--- src/shared/sbd_pkg.sv ---
// Constants and types for the sequencer branch decode block
// Assumes a 10 MHz APB clock and one command line per accepted step
package sbd_pkg;

  // ----------------------------------------------------------------
  // Widths and sizes
  // ----------------------------------------------------------------
  localparam int         PC_W      = 10;
  localparam int         STK_DEPTH = 4;
  localparam int         STK_AW    = 2;
  localparam int         SP_W      = 3;
  localparam int         ERR_W     = 3;
  localparam logic [9:0] PC_RST    = 10'h000;

  // ----------------------------------------------------------------
  // ALU/branch control opcodes
  // ----------------------------------------------------------------
  localparam logic [3:0] OP_OR       = 4'h0;
  localparam logic [3:0] OP_AND      = 4'h1;
  localparam logic [3:0] OP_XOR      = 4'h2;
  localparam logic [3:0] OP_ADD      = 4'h3;
  localparam logic [3:0] OP_ADC      = 4'h4;
  localparam logic [3:0] OP_ROL      = 4'h5;
  localparam logic [3:0] OP_RSVD6    = 4'h6;
  localparam logic [3:0] OP_RSVD7    = 4'h7;
  localparam logic [3:0] OP_ORI_JMP  = 4'h8;
  localparam logic [3:0] OP_ORI_JCS  = 4'h9;
  localparam logic [3:0] OP_ORI_JNC  = 4'ha;
  localparam logic [3:0] OP_ORI_CALL = 4'hb;
  localparam logic [3:0] OP_XOR_JNZ  = 4'hc;
  localparam logic [3:0] OP_AND_JNZ  = 4'hd;
  localparam logic [3:0] OP_XOR_JZR  = 4'he;
  localparam logic [3:0] OP_AND_JZR  = 4'hf;

  localparam logic [1:0] FMT_NONE = 2'h0;
  localparam logic [1:0] FMT_1    = 2'h1;
  localparam logic [1:0] FMT_2    = 2'h2;
  localparam logic [1:0] FMT_3    = 2'h3;

  // ----------------------------------------------------------------
  // Register map
  // ----------------------------------------------------------------
  localparam logic [7:0] ADDR_CTRL   = 8'h00;
  localparam logic [7:0] ADDR_STATUS = 8'h04;
  localparam logic [7:0] ADDR_ERR    = 8'h08;
  localparam int         CTRL_RUN_BIT  = 0;
  localparam int         CTRL_LOAD_BIT = 1;
  localparam int         CTRL_PC_LSB   = 16;
  localparam logic       RUN_RST       = 1'b0;
  localparam int         ST_CARRY_BIT  = 12;
  localparam int         ST_ZERO_BIT   = 13;
  localparam int         ST_DEPTH_LSB  = 16;
  localparam int         ERR_OVF_BIT   = 0;
  localparam int         ERR_UNF_BIT   = 1;
  localparam int         ERR_RSVD_BIT  = 2;

  // ----------------------------------------------------------------
  // Types
  // ----------------------------------------------------------------
  typedef enum logic [2:0] {
    ALU_NONE, ALU_OR, ALU_AND, ALU_XOR, ALU_ADD, ALU_ADC, ALU_ORI, ALU_ROL
  } sbd_alu_t;

  typedef enum logic [2:0] {
    BR_NO_BRANCH, BR_JUMP, BR_JUMP_IF_ZERO_RESULT, BR_JUMP_IF_NONZERO,
    BR_JUMP_IF_CARRY_SET, BR_JUMP_IF_CARRY_CLEAR, BR_CALL, BR_RETURN
  } sbd_branch_t;

  typedef struct packed {
    logic [3:0]      opcode;
    logic            ret;
    logic [PC_W-1:0] next_addr;
  } sbd_cmd_t;

  typedef struct packed {
    logic carry;
    logic zero;
  } sbd_res_t;

  typedef struct packed {
    sbd_alu_t    fn;
    sbd_branch_t br;
    logic [1:0]  fmt;
    logic        has_dest;
    logic        rsvd;
  } sbd_dec_t;

endpackage

--- src/sbd_decode.sv ---
// Opcode and return-field decoder of the sequencer
// Assumes the command line is stable while it is presented
`timescale 1ns/1ps
module sbd_decode (
  // Command line in
  input  sbd_pkg::sbd_cmd_t cmd,
  // Decoded fields out
  output sbd_pkg::sbd_dec_t dec
);
  import sbd_pkg::*;

  // ----------------------------------------------------------------
  // Opcode table
  // ----------------------------------------------------------------
  function automatic sbd_dec_t sbd_decode_op(input logic [3:0] op, input logic ret);
    sbd_dec_t d;
    d = '{fn: ALU_NONE, br: BR_NO_BRANCH, fmt: FMT_NONE, has_dest: 1'b0, rsvd: 1'b0};
    unique case (op)
      OP_OR:       begin d.fn = ALU_OR;  d.fmt = FMT_1; end
      OP_AND:      begin d.fn = ALU_AND; d.fmt = FMT_1; end
      OP_XOR:      begin d.fn = ALU_XOR; d.fmt = FMT_1; end
      OP_ADD:      begin d.fn = ALU_ADD; d.fmt = FMT_1; end
      OP_ADC:      begin d.fn = ALU_ADC; d.fmt = FMT_1; end
      OP_ROL:      begin d.fn = ALU_ROL; d.fmt = FMT_2; end
      OP_RSVD6,
      OP_RSVD7:    d.rsvd = 1'b1;
      OP_ORI_JMP:  begin d.fn = ALU_ORI; d.br = BR_JUMP;                d.fmt = FMT_3; end
      OP_ORI_JCS:  begin d.fn = ALU_ORI; d.br = BR_JUMP_IF_CARRY_SET;   d.fmt = FMT_3; end
      OP_ORI_JNC:  begin d.fn = ALU_ORI; d.br = BR_JUMP_IF_CARRY_CLEAR; d.fmt = FMT_3; end
      OP_ORI_CALL: begin d.fn = ALU_ORI; d.br = BR_CALL;                d.fmt = FMT_3; end
      OP_XOR_JNZ:  begin d.fn = ALU_XOR; d.br = BR_JUMP_IF_NONZERO;     d.fmt = FMT_3; end
      OP_AND_JNZ:  begin d.fn = ALU_AND; d.br = BR_JUMP_IF_NONZERO;     d.fmt = FMT_3; end
      OP_XOR_JZR:  begin d.fn = ALU_XOR; d.br = BR_JUMP_IF_ZERO_RESULT; d.fmt = FMT_3; end
      OP_AND_JZR:  begin d.fn = ALU_AND; d.br = BR_JUMP_IF_ZERO_RESULT; d.fmt = FMT_3; end
    endcase
    // Target address shares bits with the destination
    d.has_dest = (d.fmt == FMT_1) || (d.fmt == FMT_2);
    // Return comes from its own field, only beside no-branch opcodes
    if (ret && d.has_dest) begin
      d.br = BR_RETURN;
    end
    return d;
  endfunction

  assign dec = sbd_decode_op(cmd.opcode, cmd.ret);

endmodule

--- src/sbd_stack.sv ---
// Return address stack with registered top-of-stack output
// Assumes push and pop are never asserted together
`timescale 1ns/1ps
module sbd_stack (
  // Clock and reset
  input  wire logic                     pclk,
  input  wire logic                     presetn,
  // Stack control
  input  wire logic                     push,
  input  wire logic                     pop,
  input  wire logic [sbd_pkg::PC_W-1:0] wdata,
  // Stack state
  output logic      [sbd_pkg::PC_W-1:0] top_q,
  output logic      [sbd_pkg::SP_W-1:0] depth,
  output logic                          full,
  output logic                          empty
);
  import sbd_pkg::*;

  logic [PC_W-1:0]   mem [STK_DEPTH];
  logic [SP_W-1:0]   sp_q;
  logic [SP_W-1:0]   sp_d;
  logic [STK_AW-1:0] below_idx;
  logic              do_push;
  logic              do_pop;

  assign full      = (sp_q == SP_W'(STK_DEPTH));
  assign empty     = (sp_q == '0);
  assign depth     = sp_q;
  assign do_push   = push && !full;
  assign do_pop    = pop && !empty;
  assign below_idx = STK_AW'(sp_q - 3'h2);
  assign sp_d      = do_push ? SP_W'(sp_q + 3'h1) : do_pop ? SP_W'(sp_q - 3'h1) : sp_q;

  always_ff @(posedge pclk) begin
    if (do_push) begin
      mem[STK_AW'(sp_q)] <= wdata;
    end
  end

  always_ff @(posedge pclk or negedge presetn) begin
    if (!presetn) begin
      sp_q  <= '0;
      top_q <= PC_RST;
    end else begin
      sp_q <= sp_d;
      if (do_push) begin
        top_q <= wdata;
      end else if (do_pop) begin
        top_q <= (sp_q >= 3'h2) ? mem[below_idx] : PC_RST;
      end
    end
  end

endmodule

--- src/sbd_seq_branch.sv ---
// Sequencer branch logic: program counter, flags, return stack, APB regs
// Assumes the ALU beside it reports carry and zero for the current line
//
// What this block does
// - JNC branches on clear carry, else steps
// - Carry changes only on lines with destination
// - No opcode mixes carry branch with carry update
// - Call pushes address plus one, then jumps
// - Return loads top of stack and pops
// - Return chosen by its own field
// - No branch advances to next line
// - Target and destination share the same bits
// - Branches besides return live in opcode
// - Fourteen valid opcodes; six, seven reserved
// - Opcodes 0-4 are plain ALU, format 1
// - Opcodes 12-15 test zero result, format 3
// - Opcodes 8-11 are immediate OR with jumps
// - Format from opcode; 5 is rotate, format 2
// - Zero tests use current line's result
// - Jump-if-carry branches when last carry set
// - Unconditional jump loads the target address
`timescale 1ns/1ps
module sbd_seq_branch (
  // Clock and reset
  input  wire logic                     pclk,
  input  wire logic                     presetn,
  // APB slave
  input  wire logic [7:0]               paddr,
  input  wire logic                     psel,
  input  wire logic                     penable,
  input  wire logic                     pwrite,
  input  wire logic [31:0]              pwdata,
  output logic      [31:0]              prdata,
  output logic                          pready,
  output logic                          pslverr,
  // Command line from control store
  input  wire logic                     cmd_valid,
  output logic                          cmd_ready,
  input  sbd_pkg::sbd_cmd_t             cmd,
  input  sbd_pkg::sbd_res_t             res,
  // Sequencer state out
  output logic      [sbd_pkg::PC_W-1:0] pc,
  output sbd_pkg::sbd_alu_t             alu_fn,
  output sbd_pkg::sbd_branch_t          branch,
  output logic      [1:0]               line_fmt,
  output logic                          carry,
  output logic                          zero
);
  import sbd_pkg::*;

  // ----------------------------------------------------------------
  // Declarations
  // ----------------------------------------------------------------
  sbd_dec_t          dec;
  logic [PC_W-1:0]   pc_q;
  logic [PC_W-1:0]   pc_d;
  logic [PC_W-1:0]   pc_inc;
  logic [PC_W-1:0]   tgt_w;
  logic [PC_W-1:0]   stk_top;
  logic [SP_W-1:0]   stk_depth;
  logic              stk_full;
  logic              stk_empty;
  logic              carry_q;
  logic              carry_d;
  logic              zero_q;
  logic              zero_d;
  logic              res_zero_w;
  logic              run_q;
  logic [PC_W-1:0]   ctrl_pc_q;
  logic [ERR_W-1:0]  err_q;
  logic [ERR_W-1:0]  err_d;
  logic [ERR_W-1:0]  err_set;
  logic [ERR_W-1:0]  err_clr;
  logic [31:0]       prdata_q;
  logic [31:0]       prdata_d;
  logic [31:0]       ctrl_word;
  logic [31:0]       status_word;
  logic              go;
  logic              take_tgt;
  logic              is_call;
  logic              is_ret;
  logic              load_w;
  logic              acc;
  logic              wr;
  logic              hit_ctrl;
  logic              hit_status;
  logic              hit_err;
  logic              hit;

  // ----------------------------------------------------------------
  // Decoder and return stack
  // ----------------------------------------------------------------
  sbd_decode u_decode (
    .cmd (cmd),
    .dec (dec)
  );

  sbd_stack u_stack (
    .pclk    (pclk),
    .presetn (presetn),
    .push    (go && is_call),
    .pop     (go && is_ret),
    .wdata   (pc_inc),
    .top_q   (stk_top),
    .depth   (stk_depth),
    .full    (stk_full),
    .empty   (stk_empty)
  );

  // ----------------------------------------------------------------
  // APB decode
  // ----------------------------------------------------------------
  assign acc        = psel && penable;
  assign wr         = acc && pwrite;
  assign hit_ctrl   = (paddr == ADDR_CTRL);
  assign hit_status = (paddr == ADDR_STATUS);
  assign hit_err    = (paddr == ADDR_ERR);
  assign hit        = hit_ctrl || hit_status || hit_err;
  assign pready     = 1'b1;
  assign pslverr    = acc && !hit;
  assign prdata     = prdata_q;
  assign load_w     = wr && hit_ctrl && pwdata[CTRL_LOAD_BIT];
  assign err_clr    = (wr && hit_err) ? pwdata[ERR_W-1:0] : '0;

  assign ctrl_word   = (32'(ctrl_pc_q) << CTRL_PC_LSB) | 32'(run_q);
  assign status_word = 32'(pc_q)
                     | (32'(carry_q) << ST_CARRY_BIT)
                     | (32'(zero_q) << ST_ZERO_BIT)
                     | (32'(stk_depth) << ST_DEPTH_LSB);
  assign prdata_d    = hit_ctrl   ? ctrl_word
                     : hit_status ? status_word
                     : hit_err    ? 32'(err_q)
                     : 32'h0000_0000;

  // ----------------------------------------------------------------
  // Branch selection
  // ----------------------------------------------------------------
  // Software load of the counter blocks a step in the same cycle
  assign cmd_ready  = run_q && !load_w;
  assign go         = cmd_valid && cmd_ready;
  assign tgt_w      = cmd.next_addr;
  assign res_zero_w = res.zero;
  assign pc_inc     = PC_W'(pc_q + 10'h001);
  assign is_call    = (dec.br == BR_CALL);
  assign is_ret     = (dec.br == BR_RETURN);

  assign take_tgt = (dec.br == BR_JUMP)
                 || is_call
                 || ((dec.br == BR_JUMP_IF_ZERO_RESULT) && res.zero)
                 || ((dec.br == BR_JUMP_IF_NONZERO) && !res.zero)
                 || ((dec.br == BR_JUMP_IF_CARRY_SET) && carry_q)
                 || ((dec.br == BR_JUMP_IF_CARRY_CLEAR) && !carry_q);

  assign pc_d = load_w   ? ctrl_pc_q
              : !go      ? pc_q
              : is_ret   ? stk_top
              : take_tgt ? tgt_w
              : pc_inc;

  // ----------------------------------------------------------------
  // Flags
  // ----------------------------------------------------------------
  assign carry_d = (go && dec.has_dest) ? res.carry : carry_q;
  assign zero_d  = (go && !dec.rsvd) ? res.zero : zero_q;

  assign err_set[ERR_OVF_BIT]  = go && is_call && stk_full;
  assign err_set[ERR_UNF_BIT]  = go && is_ret && stk_empty;
  assign err_set[ERR_RSVD_BIT] = go && dec.rsvd;
  // New events win over a clear in the same cycle
  assign err_d = (err_q & ~err_clr) | err_set;

  // ----------------------------------------------------------------
  // State
  // ----------------------------------------------------------------
  always_ff @(posedge pclk or negedge presetn) begin
    if (!presetn) begin
      pc_q    <= PC_RST;
      carry_q <= 1'b0;
      zero_q  <= 1'b0;
      err_q   <= '0;
    end else begin
      pc_q    <= pc_d;
      carry_q <= carry_d;
      zero_q  <= zero_d;
      err_q   <= err_d;
    end
  end

  always_ff @(posedge pclk or negedge presetn) begin
    if (!presetn) begin
      run_q     <= RUN_RST;
      ctrl_pc_q <= PC_RST;
      prdata_q  <= 32'h0000_0000;
    end else begin
      if (wr && hit_ctrl) begin
        run_q     <= pwdata[CTRL_RUN_BIT];
        ctrl_pc_q <= pwdata[CTRL_PC_LSB +: PC_W];
      end
      if (psel && !penable && !pwrite) begin
        prdata_q <= prdata_d;
      end
    end
  end

  // ----------------------------------------------------------------
  // Outputs
  // ----------------------------------------------------------------
  assign pc       = pc_q;
  assign alu_fn   = dec.fn;
  assign branch   = dec.br;
  assign line_fmt = dec.fmt;
  assign carry    = carry_q;
  assign zero     = zero_q;
endmodule

--- config.mk ---
export PLATFORM = sky130hd
export DESIGN_NAME = sbd_seq_branch
export DESIGN_NICKNAME = d
export VERILOG_FILES = /design/src/shared/sbd_pkg.sv /design/src/sbd_decode.sv /design/src/sbd_stack.sv /design/src/sbd_seq_branch.sv
export SDC_FILE = /design/constraint.sdc
export NUM_CORES = 1
export LEC_CHECK = 0
export BUFFER_PORTS_ARGS = -buffer_cell sky130_fd_sc_hd__buf_2
export CAP_MARGIN = 10
export CORE_ASPECT_RATIO = 0.75
export CORE_MARGIN = 2
export CORE_UTILIZATION = 55
export CTS_BUF_LIST = sky130_fd_sc_hd__clkbuf_2
export CTS_CLUSTER_DIAMETER = 200
export DETAILED_ROUTE_END_ITERATION = 8
export PLACE_DENSITY = 0.87
export SLEW_MARGIN = 20
export SYNTH_ARGS = -nofsm -noshare
export SYNTH_HDL_FRONTEND = slang
export SYNTH_SLANG_ARGS = --single-unit
export TNS_END_PERCENT = 100
--- constraint.sdc ---
create_clock -name pclk -period 3.1 [get_ports pclk]
set_clock_uncertainty 0.05 [all_clocks]
set_input_delay 0.155 -clock pclk [delete_from_list [all_inputs] [get_ports pclk]]
set_output_delay 0.155 -clock pclk [all_outputs]
set_load 0.02 [all_outputs]
==> results of run 1 <==
## cell families after synthesis
| family | count (synthesis) | share of synthesized area [%] |
|---|---|---|
| AND/OR/NAND/NOR | 161 | 16.19 |
| flip-flops | 101 | 54.88 |
| AO/OA/AOI/OAI | 69 | 9.944 |
| buffers and inverters | 56 | 6.193 |
| multiplexers | 36 | 10.22 |
| XOR/XNOR | 10 | 1.762 |
| adder cells (fa/ha/maj) | 2 | 0.6546 |
| other | 2 | 0.1511 |
## layout by cell type (no fill, tap or decap), types with 4 or more instances in the layout
cell type,count
xnor2_1,4
a21oi_1,19
o21ai_0,6
mux2i_1,8
a211o_1,4
xor2_1,6
o221ai_1,4
a221oi_1,5
clkbuf_2,9
and3_1,5
nor2b_1,10
inv_1,12
edfxtp_1,40
a31oi_1,4
nor3_1,9
nand2_1,58
mux4_2,10
nand3_1,22
o31ai_1,4
nor2_1,30
conb_1,11
dlygate4sd3_1,36
buf_4,10
buf_2,87
dfrtp_1,61
mux2_2,18
## state kept, by name, indices dropped and copies added (netlist names)
signal         flops
carry              1
err_q              3
pc                10
zero               1
u_stack.depth      3
run_q              1
ctrl_pc_q         10
u_stack.top_q     10
u_stack.mem       40
prdata            22
## path summary, 6_finish.rpt
check,end,start,cells past startpoint
worst max-delay path,pc[1],carry,6
worst min-delay path,prdata[23],penable,5
worst max register to register,pc[1],carry,6
worst min register to register,prdata[20],prdata[20],2
max in group asynchronous,prdata[8],presetn,3
min in group asynchronous,pc[8],presetn,2
## synth_stat cells (all sizes together), types with 5 or more instances
library cell / instances / share of area, %
dfrtp: 61 / 31
nand2: 59 / 4.6
edfxtp: 40 / 24
buf: 33 / 4.5
nor2: 30 / 2.3
nand3: 22 / 2.2
a21oi: 19 / 1.9
mux2: 18 / 4.1
inv: 12 / 0.91
clkbuf: 11 / 0.83
nor3: 11 / 1.3
mux4: 10 / 4.5
nor2b: 10 / 1.3
mux2i: 8 / 1.6
o21ai: 7 / 0.78
xor2: 6 / 1.1
a221oi: 5 / 0.88
and3: 5 / 0.63
## power breakdown
part           total, mW  internal (mW)  switching, mW
Combinational      0.388          0.148          0.240
Sequential          1.49           1.44         0.0473
Clock              0.667          0.198          0.469
## critical path: stages, from the launching register on
cell,delay (ns)
dfrtp_1,0.51
or3b_2,0.48
a32oi_1,0.52
nor2_1,0.18
a211oi_1,0.41
o211ai_1,0.15
dlygate4sd3_1,0.57
## layout make-up
cell class | count | area [um^2]
Fill cell | 649 | 3005
Timing Repair Buffer | 133 | 870.8
Multi-Input combinational cell | 289 | 1978
Inverter | 12 | 45.04
Tap cell | 112 | 140.1
Clock buffer | 9 | 45.04
Clock inverter | 7 | 83.83
Sequential cell | 101 | 2728
## per-stage QoR
step	total power, mW	std cells	worst slack [ns]
2_1_floorplan	1.740	446	0.5782
3_3_place_gp	1.842	611	0.7396
3_5_place_dp	1.859	611	0.6649
4_1_cts	2.540	663	0.2642
5_1_grt	2.635	663	0.1264
6_report	2.545	663	0.1945
## metal layers
layer	vias up	global-route usage, %	wire length (um)
met5	-	0	0
met2	208	46.60	6382
met4	0	7.317	242
met3	29	6.434	989
met1	1995	36.01	5262
li1	1759	-	-
==> summary by stage, run 1 <==
Synthesis
Counting flops with a built-in enable in the synthesized netlist gives 40. The synthesized netlist occupies a cell area of a little under 5000 um^2. The proportion of register bits with asynchronous set or reset after synthesis is 60.40%. The most used flip-flop cell after synthesis is dfrtp_1. The synthesized netlist contains between 50 and 60 unique library cells. The cell count after synthesis is ~440. Counting flops and latches in the post-synthesis netlist gives just over 100.

The register area share after synthesis is a little over half. The number of warnings printed during yosys synthesis is 0. Averaged over all synthesized cells, the footprint is approximately 11 um^2.

Global route
The number of global-route vias before repair is a little under 4,000. The pin count of the biggest net entering global routing is 33. The initial antenna violation count came to 0. The global-route wire length before repair is between 20,000 and 25,000 um. Global routing consumed, over all layers together, a little over a quarter of the routing resources. The total global routing overflow is 0.

Place
The count of port buffers added during placement is 87. The placed standard-cell area is about 5400 um^2. Routability-driven placement finished with a final weighted congestion of 0.8986. Once detailed placement completed, the half-perimeter wirelength came to approximately 9000 um.

Worst setup path
The sort of element at the start of the critical path is a flop. Data arrives at the worst endpoint at between 3 and 4 ns. The maximum fanout along the worst path is 5. The worst setup path is captured at a flop. The setup slack of the worst register-to-register path is 0.19 ns. The setup path with the least slack is of type flop to flop. The required arrival time at the worst endpoint is 3.59 ns.

Die
The number of placement rows is 30. The total die area is about 10000 um^2. The initial utilization of the core area, before any placement, comes to 55.86%.

The floorplan step set the die width to 113.8 um. The area inside the core boundary is about 9000 um^2. The die boundary height is 86.32 um.

The number of I/O pins is about 120.

STA
The final setup TNS is 0 ns. The final critical path time including I/O delays and setup is a little under 3 ns. The number of endpoints with negative hold slack in the final report was 0. The achievable frequency is 0.3442 GHz. Setup repair after global routing left no endpoint under its margin.

For the pin with the worst max-slew slack, the measured transition is approximately 0.83 ns. The number of max-slew violations in the final report came to 0. On the final layout, the worst hold slack is ~0.018 ns. The setup violation total in the final timing report is 0. The worst path uses between 90% and 100% of the clock period. The worst-case headroom to the max-slew limit is between 40% and 50%.

Detailed routing
The routed via count is around 4,000. The first-iteration detailed-routing DRC count is around 450. The number of DRC violations after detailed routing is 0.

Once detail routing completed, the nets flagged for antenna violations numbered 0. The mean routed wirelength per cell is about 19 um. The detailed-routing iteration count for the pre-antenna-repair pass is 5. In the routed layout, each cell is associated on average with a via count of 6.020. The total routed wirelength is 12,880 um.

CTS
The clock reaches the later pin of the worst-skew pair after 0.62 ns. The clock tree buffer depth is 2. The clock transition at the registers of the reported paths is about 0.30 ns. The root buffer cell is clkbuf_2. The hold buffer count at CTS is 36. The number of cells upsized or downsized after cts is 0. Counting the buffers created by CTS gives 9.

The TritonCTS sink count is between 100 and 150. The H-tree depth reported by CTS is 3. The post-CTS setup buffer count is 0. The TritonCTS clock tree is done.

Final layout
Once layout is done, the placed cells without fillers occupy around 6000 um^2. The number of antenna cells inserted is 0. The total number of nets in the final design is between 600 and 700.

The end-of-flow core utilization is 66.22%. The share of cells above drive strength 1 is 27.77%. Relative to the synthesized area, the layout overhead comes to 18.53%.

Pwr
The leakage power figure is ~2.7 nW. The worst-case IR drop observed on VDD is approximately 0.32 mV. Dividing total power by cell area gives a power density of between 400 and 500 nW/um^2.

Outcome
The flow ran to the end, and the final reports show no timing, DRC or antenna violations.

Run
Across the run, the number of max-cap violations was 0.

Worst hold path
The class of the worst hold path is input pin to flop.
Power figures use the tool's default switching activity.
==> inputs of run 2 (changes only) <==
CORE_UTILIZATION = 54   (was 55)
CTS_BUF_LIST = default   (was sky130_fd_sc_hd__clkbuf_2)
PLACE_DENSITY = 0.85   (was 0.87)
==> run 2 against run 1 <==
  * Global-route usage decreased by 2.4 points
  * First-iteration DRC count decreased by 15%
  * Die area up 1.8%
  * Combinational power fell by 7.0%
  * Core utilization fell by 1.5 points
  * Clock power rose by 80%
  * Via count decreased by 5.0%
  * Largest power group unchanged
==> summary by stage, run 2 (synthesis results as in run 1) <==
Worst setup path
On the critical path, the stage with the largest delay is an instance of a32oi_1. The critical path's largest stage delay is 0.53 ns (-0.04 ns). The maximum fanout along the worst path is 5 (unchanged). The worst setup path is captured at a flop. The data arrival time of the worst path came to 2.48 ns (-0.92 ns). The required arrival time at the worst endpoint was 3.27 ns (-0.32 ns). The category of the most critical setup path is flop to flop. STA classifies the critical path startpoint as a flop. The signal on the critical path passes through or3b_2 -> a32oi_1 -> nor2_1 -> a211oi_1 -> o211ai_1. The cell class contributing the biggest share of worst-path delay is compound AO/OA/AOI/OAI gates. The worst reg2reg path depth is 5 (-1).

The endpoint of the most critical register-to-register path is pc[1]. The startpoint of the worst register-to-register path is carry. The number of buffer and inverter stages on the critical path was 0 (-1). The setup slack of the worst register-to-register path is 0.79 ns (+0.60 ns).

Final layout
The total non-filler cell area in the finished layout was 5828 um^2 (-1.1%). The library cells used most frequently in the layout, excluding fill and tap cells, are 87 x buf_2, 61 x dfrtp_1, 58 x nand2_1. The non-filler instance count after layout came to 638 (-3.8%).

The library cell used most frequently in the layout, excluding fill and tap cells, is buf_2. The number of fillers in the final layout is 676 (+4.2%). More flip-flops sit in one register than any other, and that register is u_stack.mem. The total number of nets in the final design is 586 (-4.1%).

The sequential standard cell area is 2728 um^2 (unchanged). The post-synthesis to final-layout area growth is 17.27%. The number of antenna cells inserted came to 0 (unchanged). The area taken by multi-input logic gates is 1978 um^2 (unchanged). The share of cells above drive strength 1 is 29.09% (+1.3 points).

The flip-flop count of the largest register, all copies and words added is 40 (unchanged).

Pwr
The worst-case vdd ir drop is 0.4397 mV (+36%). The power per cell area came to 522.1 nW/um^2 (+21%). The leakage power figure is 2.703 nW (-1.1%).

STA
The number of endpoints with negative hold slack in the final report is 0 (unchanged). The slack of the critical path was 0.7933 ns (+0.5988 ns). Setup repair after global routing left no endpoint under its margin.

The setup violation total in the final timing report was 0 (unchanged). The final critical path time including I/O delays and setup came to 2.307 ns (-0.5988 ns). The final clock period utilization by the worst path came to 74.41% (-19 points).

The final setup TNS is 0 ns (unchanged). The achievable frequency is 0.4335 GHz (+26%). The number of max-slew violations in the final report was 0 (unchanged). The hold slack is 0.01141 ns (-0.006870 ns). The worst-case headroom to the max-slew limit is 33.56% (-11 points).

The actual transition at the worst max-transition pin is 0.9966 ns (+0.1660 ns).

Detailed routing
The total routed wirelength is 12,020 um (-6.7%). The routed via count is 3,793 (-5.0%). The mean routed wirelength per cell was 18.84 um (-3.0%). The detailed-routing iteration count for the pre-antenna-repair pass was 5 (unchanged).

The number of DRC violations after detailed routing is 0 (unchanged). The remaining number of nets flagged by the antenna check after routing is 0 (unchanged). The average via count per standard cell is 5.945 (-1.2%). The first-iteration detailed-routing DRC count is 379 (-15%).

Outcome
The flow ran to the end, and the final reports show no timing, DRC or antenna violations.

Worst hold path
The path with the worst hold slack has its endpoint at ctrl_pc_q[8]. In this run the most critical hold path is launched from pwdata[24]. The class of the worst hold path is input pin to flop. The number of cells traversed by the worst hold path was 2 (-3).

CTS
The TritonCTS sink count came to 101 (unchanged). The clock tree buffer depth is 2 (unchanged). The clock latency on the worst-skew pair is 0.34 ns (-0.28 ns). The TritonCTS buffer count is 9 (unchanged). The TritonCTS clock tree is done. The H-tree depth reported by CTS is 3 (unchanged). The clock transition at the registers of the reported paths is 0.07 ns (-0.23 ns). In this run the clock root is driven by a clkbuf_16.

Place
The count of port buffers added during placement was 87 (unchanged). The final estimated routing congestion in global placement is 0.8795 (-2.1%). The placed instance count was 611 (unchanged). The worst-case setup slack after placement is 0.6700 ns (+0.005100 ns). The placed standard-cell area is 5401 um^2 (unchanged). The final HPWL from detailed placement is 8661 um (-0.92%).

Global route
The aggregate global-route resource usage is 25.02% (-2.4 points). The total global routing overflow is 0 (unchanged). The pin count of the biggest net entering global routing is 43 (+30%). The initial antenna violation count was 0 (unchanged). The global-route wire length before repair came to 19,040 um (-6.4%).

The number of global-route vias before repair is 3,769 (-4.5%).

Die
The number of placement rows is 30 (unchanged). The number of I/O pins is 118 (unchanged). The effective utilization at floorplan is 55.17% (-0.70 points). The die boundary height is 87.08 um (+0.88%). The width of the die is 114.8 um (+0.89%).

The area inside the core boundary is 9009 um^2 (+1.3%). The total die area is 9995 um^2 (+1.8%).

Run
The total of max-cap violations is 0 (unchanged).
-- run 2: how the worst max path moves through the flow --
| stage | from | end | slack [ns] | cells after the start |
|---|---|---|---|---|
| floorplan | run_q | u_stack.mem[0][0] | 0.58 | 5 |
| global placement | paddr[3] | u_stack.depth[1] | 0.74 | 6 |
| detailed placement | paddr[3] | u_stack.depth[1] | 0.67 | 6 |
| CTS | u_stack.depth[0] | u_stack.depth[1] | 0.80 | 5 |
| global route | u_stack.depth[0] | u_stack.depth[2] | 0.68 | 6 |
| finish | carry | pc[1] | 0.79 | 5 |
-- run 2: metrics by stage --
stage / power [mW] / utilization [%]
final: 3.043 / 64.69
after global placement: 1.842 / 59.96
after floorplan: 1.740 / -
after global routing: 3.137 / 64.69
after detailed placement: 1.856 / 59.96
after CTS: 3.048 / 64.69
-- run 2: worst register-to-register path: stages, from the launching register on --
cell and delay (ns):
dfrtp_1 0.42, or3b_2 0.48, a32oi_1 0.53, nor2_1 0.18, a211oi_1 0.37, o211ai_1 0.14
-- run 2: layout make-up --
class / instances / share of cell area, %
sequential: 101 / 46.80
multi-input combinational: 289 / 33.94
timing repair buffer: 108 / 10.65
clock buffer: 10 / 3.929
tap: 112 / 2.404
clock inverter: 6 / 1.503
inverter: 12 / 0.7729
-- run 2: what timing repair did --
| item | CTS | global route |
|---|---|---|
| hold endpoints to repair | 50 | 0 |
| gates resized for setup | 0 | 0 |
| setup buffers | 0 | 0 |
| hold buffers | 11 | 0 |
-- run 2: power by group --
| part | total, mW | internal (mW) | switching (mW) |
|---|---|---|---|
| Sequential | 1.49 | 1.44 | 0.0458 |
| Clock | 1.20 | 0.708 | 0.488 |
| Combinational | 0.361 | 0.129 | 0.232 |
| Total | 3.04 | 2.28 | 0.765 |
-- run 2: routing by layer --
metal  vias up  wire length, um  share of wire (%)  track usage (%)
li1       1714                -                  -                -
met1      1892             5160                 43            34.44
met2       174             5860                 49            40.51
met3        13              874                7.3            6.124
met4         0              122                1.0            6.462
met5         -                0                  0                0
==> inputs of run 3 (changes only) <==
CORE_UTILIZATION = 49   (was 54)
PLACE_DENSITY = 0.82   (was 0.85)
clock period = 2 ns   (was 3.1 ns; I/O delays follow)
==> run 3 against run 2 <==
  * Sequential power increased by 54%
  * Critical endpoint is now u_stack.top_q[1]
  * Via count up 6.2%
  * Die area increased by 9.8%
  * Wire length rose by 5.5%
  * Sequential cell count is the same
  * Highest routed layer unchanged
  * Combinational power increased by 80%
  * Worst hold slack improved by 0.0011 ns
==> summary by stage, run 3 (synthesis results as in run 1) <==
CTS
TritonCTS built the clock tree. The root buffer cell is clkbuf_16. The clock latency on the worst-skew pair is 0.35 ns (about the same). The H-tree depth reported by CTS is 3 (unchanged).

The TritonCTS buffer count was 9 (unchanged). The clock transition at the registers of the reported paths is 0.07 ns (about the same). The clock tree buffer depth is 2 (unchanged). The post-CTS setup buffer count is 0 (unchanged).

The TritonCTS sink count is 101 (unchanged).

STA
The worst-case headroom to the max-slew limit is 51.49% (+18 points). The setup violation total in the final timing report is 0 (unchanged). The final setup TNS came to 0 ns (unchanged). The number of max-slew violations in the final report came to 0 (unchanged). The actual transition at the worst max-transition pin was 0.7222 ns (-0.2743 ns). The final clock period utilization by the worst path is 96.44% (+22 points). The slack of the critical path came to 0.07129 ns (-0.7220 ns). Setup repair after global routing left no endpoint under its margin. The final critical path time including I/O delays and setup is 1.929 ns (-0.3780 ns). The number of endpoints with negative hold slack in the final report is 0 (unchanged). The achievable frequency is 0.5185 GHz (+20%). The hold slack is 0.01254 ns (+0.001129 ns).

Detailed routing
The total routed wirelength is 12,680 um (+5.5%). The average via count per standard cell is 5.722 (-3.8%). The mean routed wirelength per cell was 18.01 um (-4.4%). The first-iteration detailed-routing DRC count came to 375 (-1.1%). The number of DRC violations after detailed routing is 0 (unchanged). The remaining number of nets flagged by the antenna check after routing is 0 (unchanged). The detailed-routing iteration count for the pre-antenna-repair pass came to 4 (-1). The routed via count is 4,028 (+6.2%).

Die
The area inside the core boundary is 9774 um^2 (+8.5%). The total die area is 10,970 um^2 (+9.8%). The width of the die was 120.3 um (+4.8%). The effective utilization at floorplan is 50.84% (-4.3 points). The number of placement rows is 31 (+3.3%).

The number of I/O pins was 118 (unchanged). The die boundary height was 91.22 um (+4.7%).

Global route
The pin count of the biggest net entering global routing is 62 (+44%). The initial antenna violation count is 0 (unchanged). The aggregate global-route resource usage came to 24.14% (-0.87 points). The total global routing overflow is 0 (unchanged). The number of global-route vias before repair is 3,861 (+2.4%). The global-route wire length before repair is 20,420 um (+7.2%).

Place
The final estimated routing congestion in global placement is 0.9114 (+3.6%). The count of port buffers added during placement is 87 (unchanged). The final HPWL from detailed placement is 9317 um (+7.6%). The placed standard-cell area is 5868 um^2 (+8.6%). The placed instance count is 674 (+10%). The worst-case setup slack after placement is -0.1428 ns (-0.8127 ns).

Final layout
The number of fillers in the final layout is 733 (+8.4%). The post-synthesis to final-layout area growth is 27.19%. Leaving out fill and tap cells, the most frequent cells in the layout are 87 x buf_2, 60 x dfrtp_1, 58 x nand2_1. The end-of-flow core utilization is 64.67% (about the same). The share of cells above drive strength 1 is 34.97% (+5.9 points). The flip-flop count of the largest register, all copies and words added is 40 (unchanged). The total non-filler cell area in the finished layout is 6321 um^2 (+8.5%). The non-filler instance count after layout is 704 (+10%). The register with the most flip-flops in the final layout is u_stack.mem.

The number of antenna cells inserted is 0 (unchanged). The total number of nets in the final design is 632 (+7.8%). The most frequent standard cell in the layout excluding fill and tap cells is buf_2.

Worst setup path
The critical path's largest stage delay came to 0.52 ns (about the same). The cell that appears most often on the critical path is mux2_2. Walking the worst path, the cells encountered are buf_12 -> mux4_2 -> nor2b_1 -> mux2_2 -> mux2_2. The worst setup path is captured at a flop. The critical path is of the flop to flop type. The maximum fanout along the worst path was 9 (+4).

The largest individual stage delay along the critical path comes from the cell mux4_2. The data arrival time of the worst path came to 2.11 ns (-0.37 ns). The required arrival time at the worst endpoint is 2.18 ns (-1.09 ns). Broken down by cell family, the worst path's largest delay share belongs to multiplexers. STA classifies the critical path startpoint as a flop. The number of buffer and inverter stages on the critical path was 1 (+1).

Run
The total of max-cap violations is 0 (unchanged).

Pwr
The net switching component of the power was 1.215 mW (+59%). The clock power share was 37.3% (-2.0 points). The power share of the sequential group is 48.9% (about the same). The switching share of total power is 25.93% (+0.78 points). The part of the power in combinational logic was 13.9% (+2.0 points).

The internal power component is 3.471 mW (+52%). The leakage power figure came to 2.948 nW (+9.1%). The power per cell area is 741.4 nW/um^2 (+42%). The post-layout total power was 4.686 mW (+54%).

The worst-case vdd ir drop is 0.7264 mV (+65%).

Outcome
The flow ran to the end, and the final reports show no timing, DRC or antenna violations.

Worst hold path
The class of the worst hold path is input pin to flop.
-- run 3: cell types whose count changed in the layout (fill, tap and decap cells not counted), moves of 2 or more --
cell / before / now
dlygate4sd3_1: 11 / 14
buf_4: 10 / 45
inv_6: 1 / 3
buf_12: 0 / 8
clkinvlp_2: 2 / 0
-- run 3: final cells by class --
type	count	area [um^2]	share of cell area, %
clock inverter	6	67.56	1.069
clock buffer	10	229.0	3.622
timing repair buffer	154	1074	16.98
sequential	101	2729	43.17
inverter	12	45.04	0.7126
tap	132	165.2	2.613
multi-input combinational	289	2012	31.83
-- run 3: path summary, 6_finish.rpt --
kind / slack [ns] / depth (start not counted) / to / from
worst max-delay path: 0.07 / 5 / u_stack.top_q[1] / u_stack.depth[0]
worst min-delay path: 0.01 / 3 / pc[8] / cmd[8]
worst max register to register: 0.07 / 5 / u_stack.top_q[1] / u_stack.depth[0]
worst min register to register: 0.41 / 2 / prdata[12] / prdata[12]
max in group asynchronous: 1.35 / 3 / u_stack.depth[0] / presetn
min in group asynchronous: 0.25 / 3 / carry / presetn
-- run 3: power by group through the flow --
stage / clock network, mW / logic, mW / registers [mW]
global route: 1.87 / 0.702 / 2.29
finish: 1.75 / 0.650 / 2.29
floorplan: 0 / 0.354 / 2.34
global placement: 0 / 0.596 / 2.33
CTS: 1.78 / 0.640 / 2.29
detailed placement: 0 / 0.615 / 2.33
-- run 3: routing by layer --
metal	wire (um)	GRT usage (%)	part of all wire (%)	vias up
li1	-	-	-	1812
met2	5878	37.22	46	204
met5	0	0	0	-
met4	120	5.620	0.95	0
met3	1181	5.967	9.3	18
met1	5500	34.77	43	1994
-- run 3: repair_timing --
action | 4_1_cts | 5_1_grt
endpoints found under the hold margin | 74 | 0
hold buffers | 14 | 0
endpoints found under the setup margin | 0 | 8
gates resized for setup | 0 | 4
-- run 3: worst reg2reg max path: cells and delay by family (launching register included) --
family | cells | cell delay [ns]
simple gates | 1 | 0.15
mux | 3 | 1.05
flops | 1 | 0.42
buf+inv | 1 | 0.15
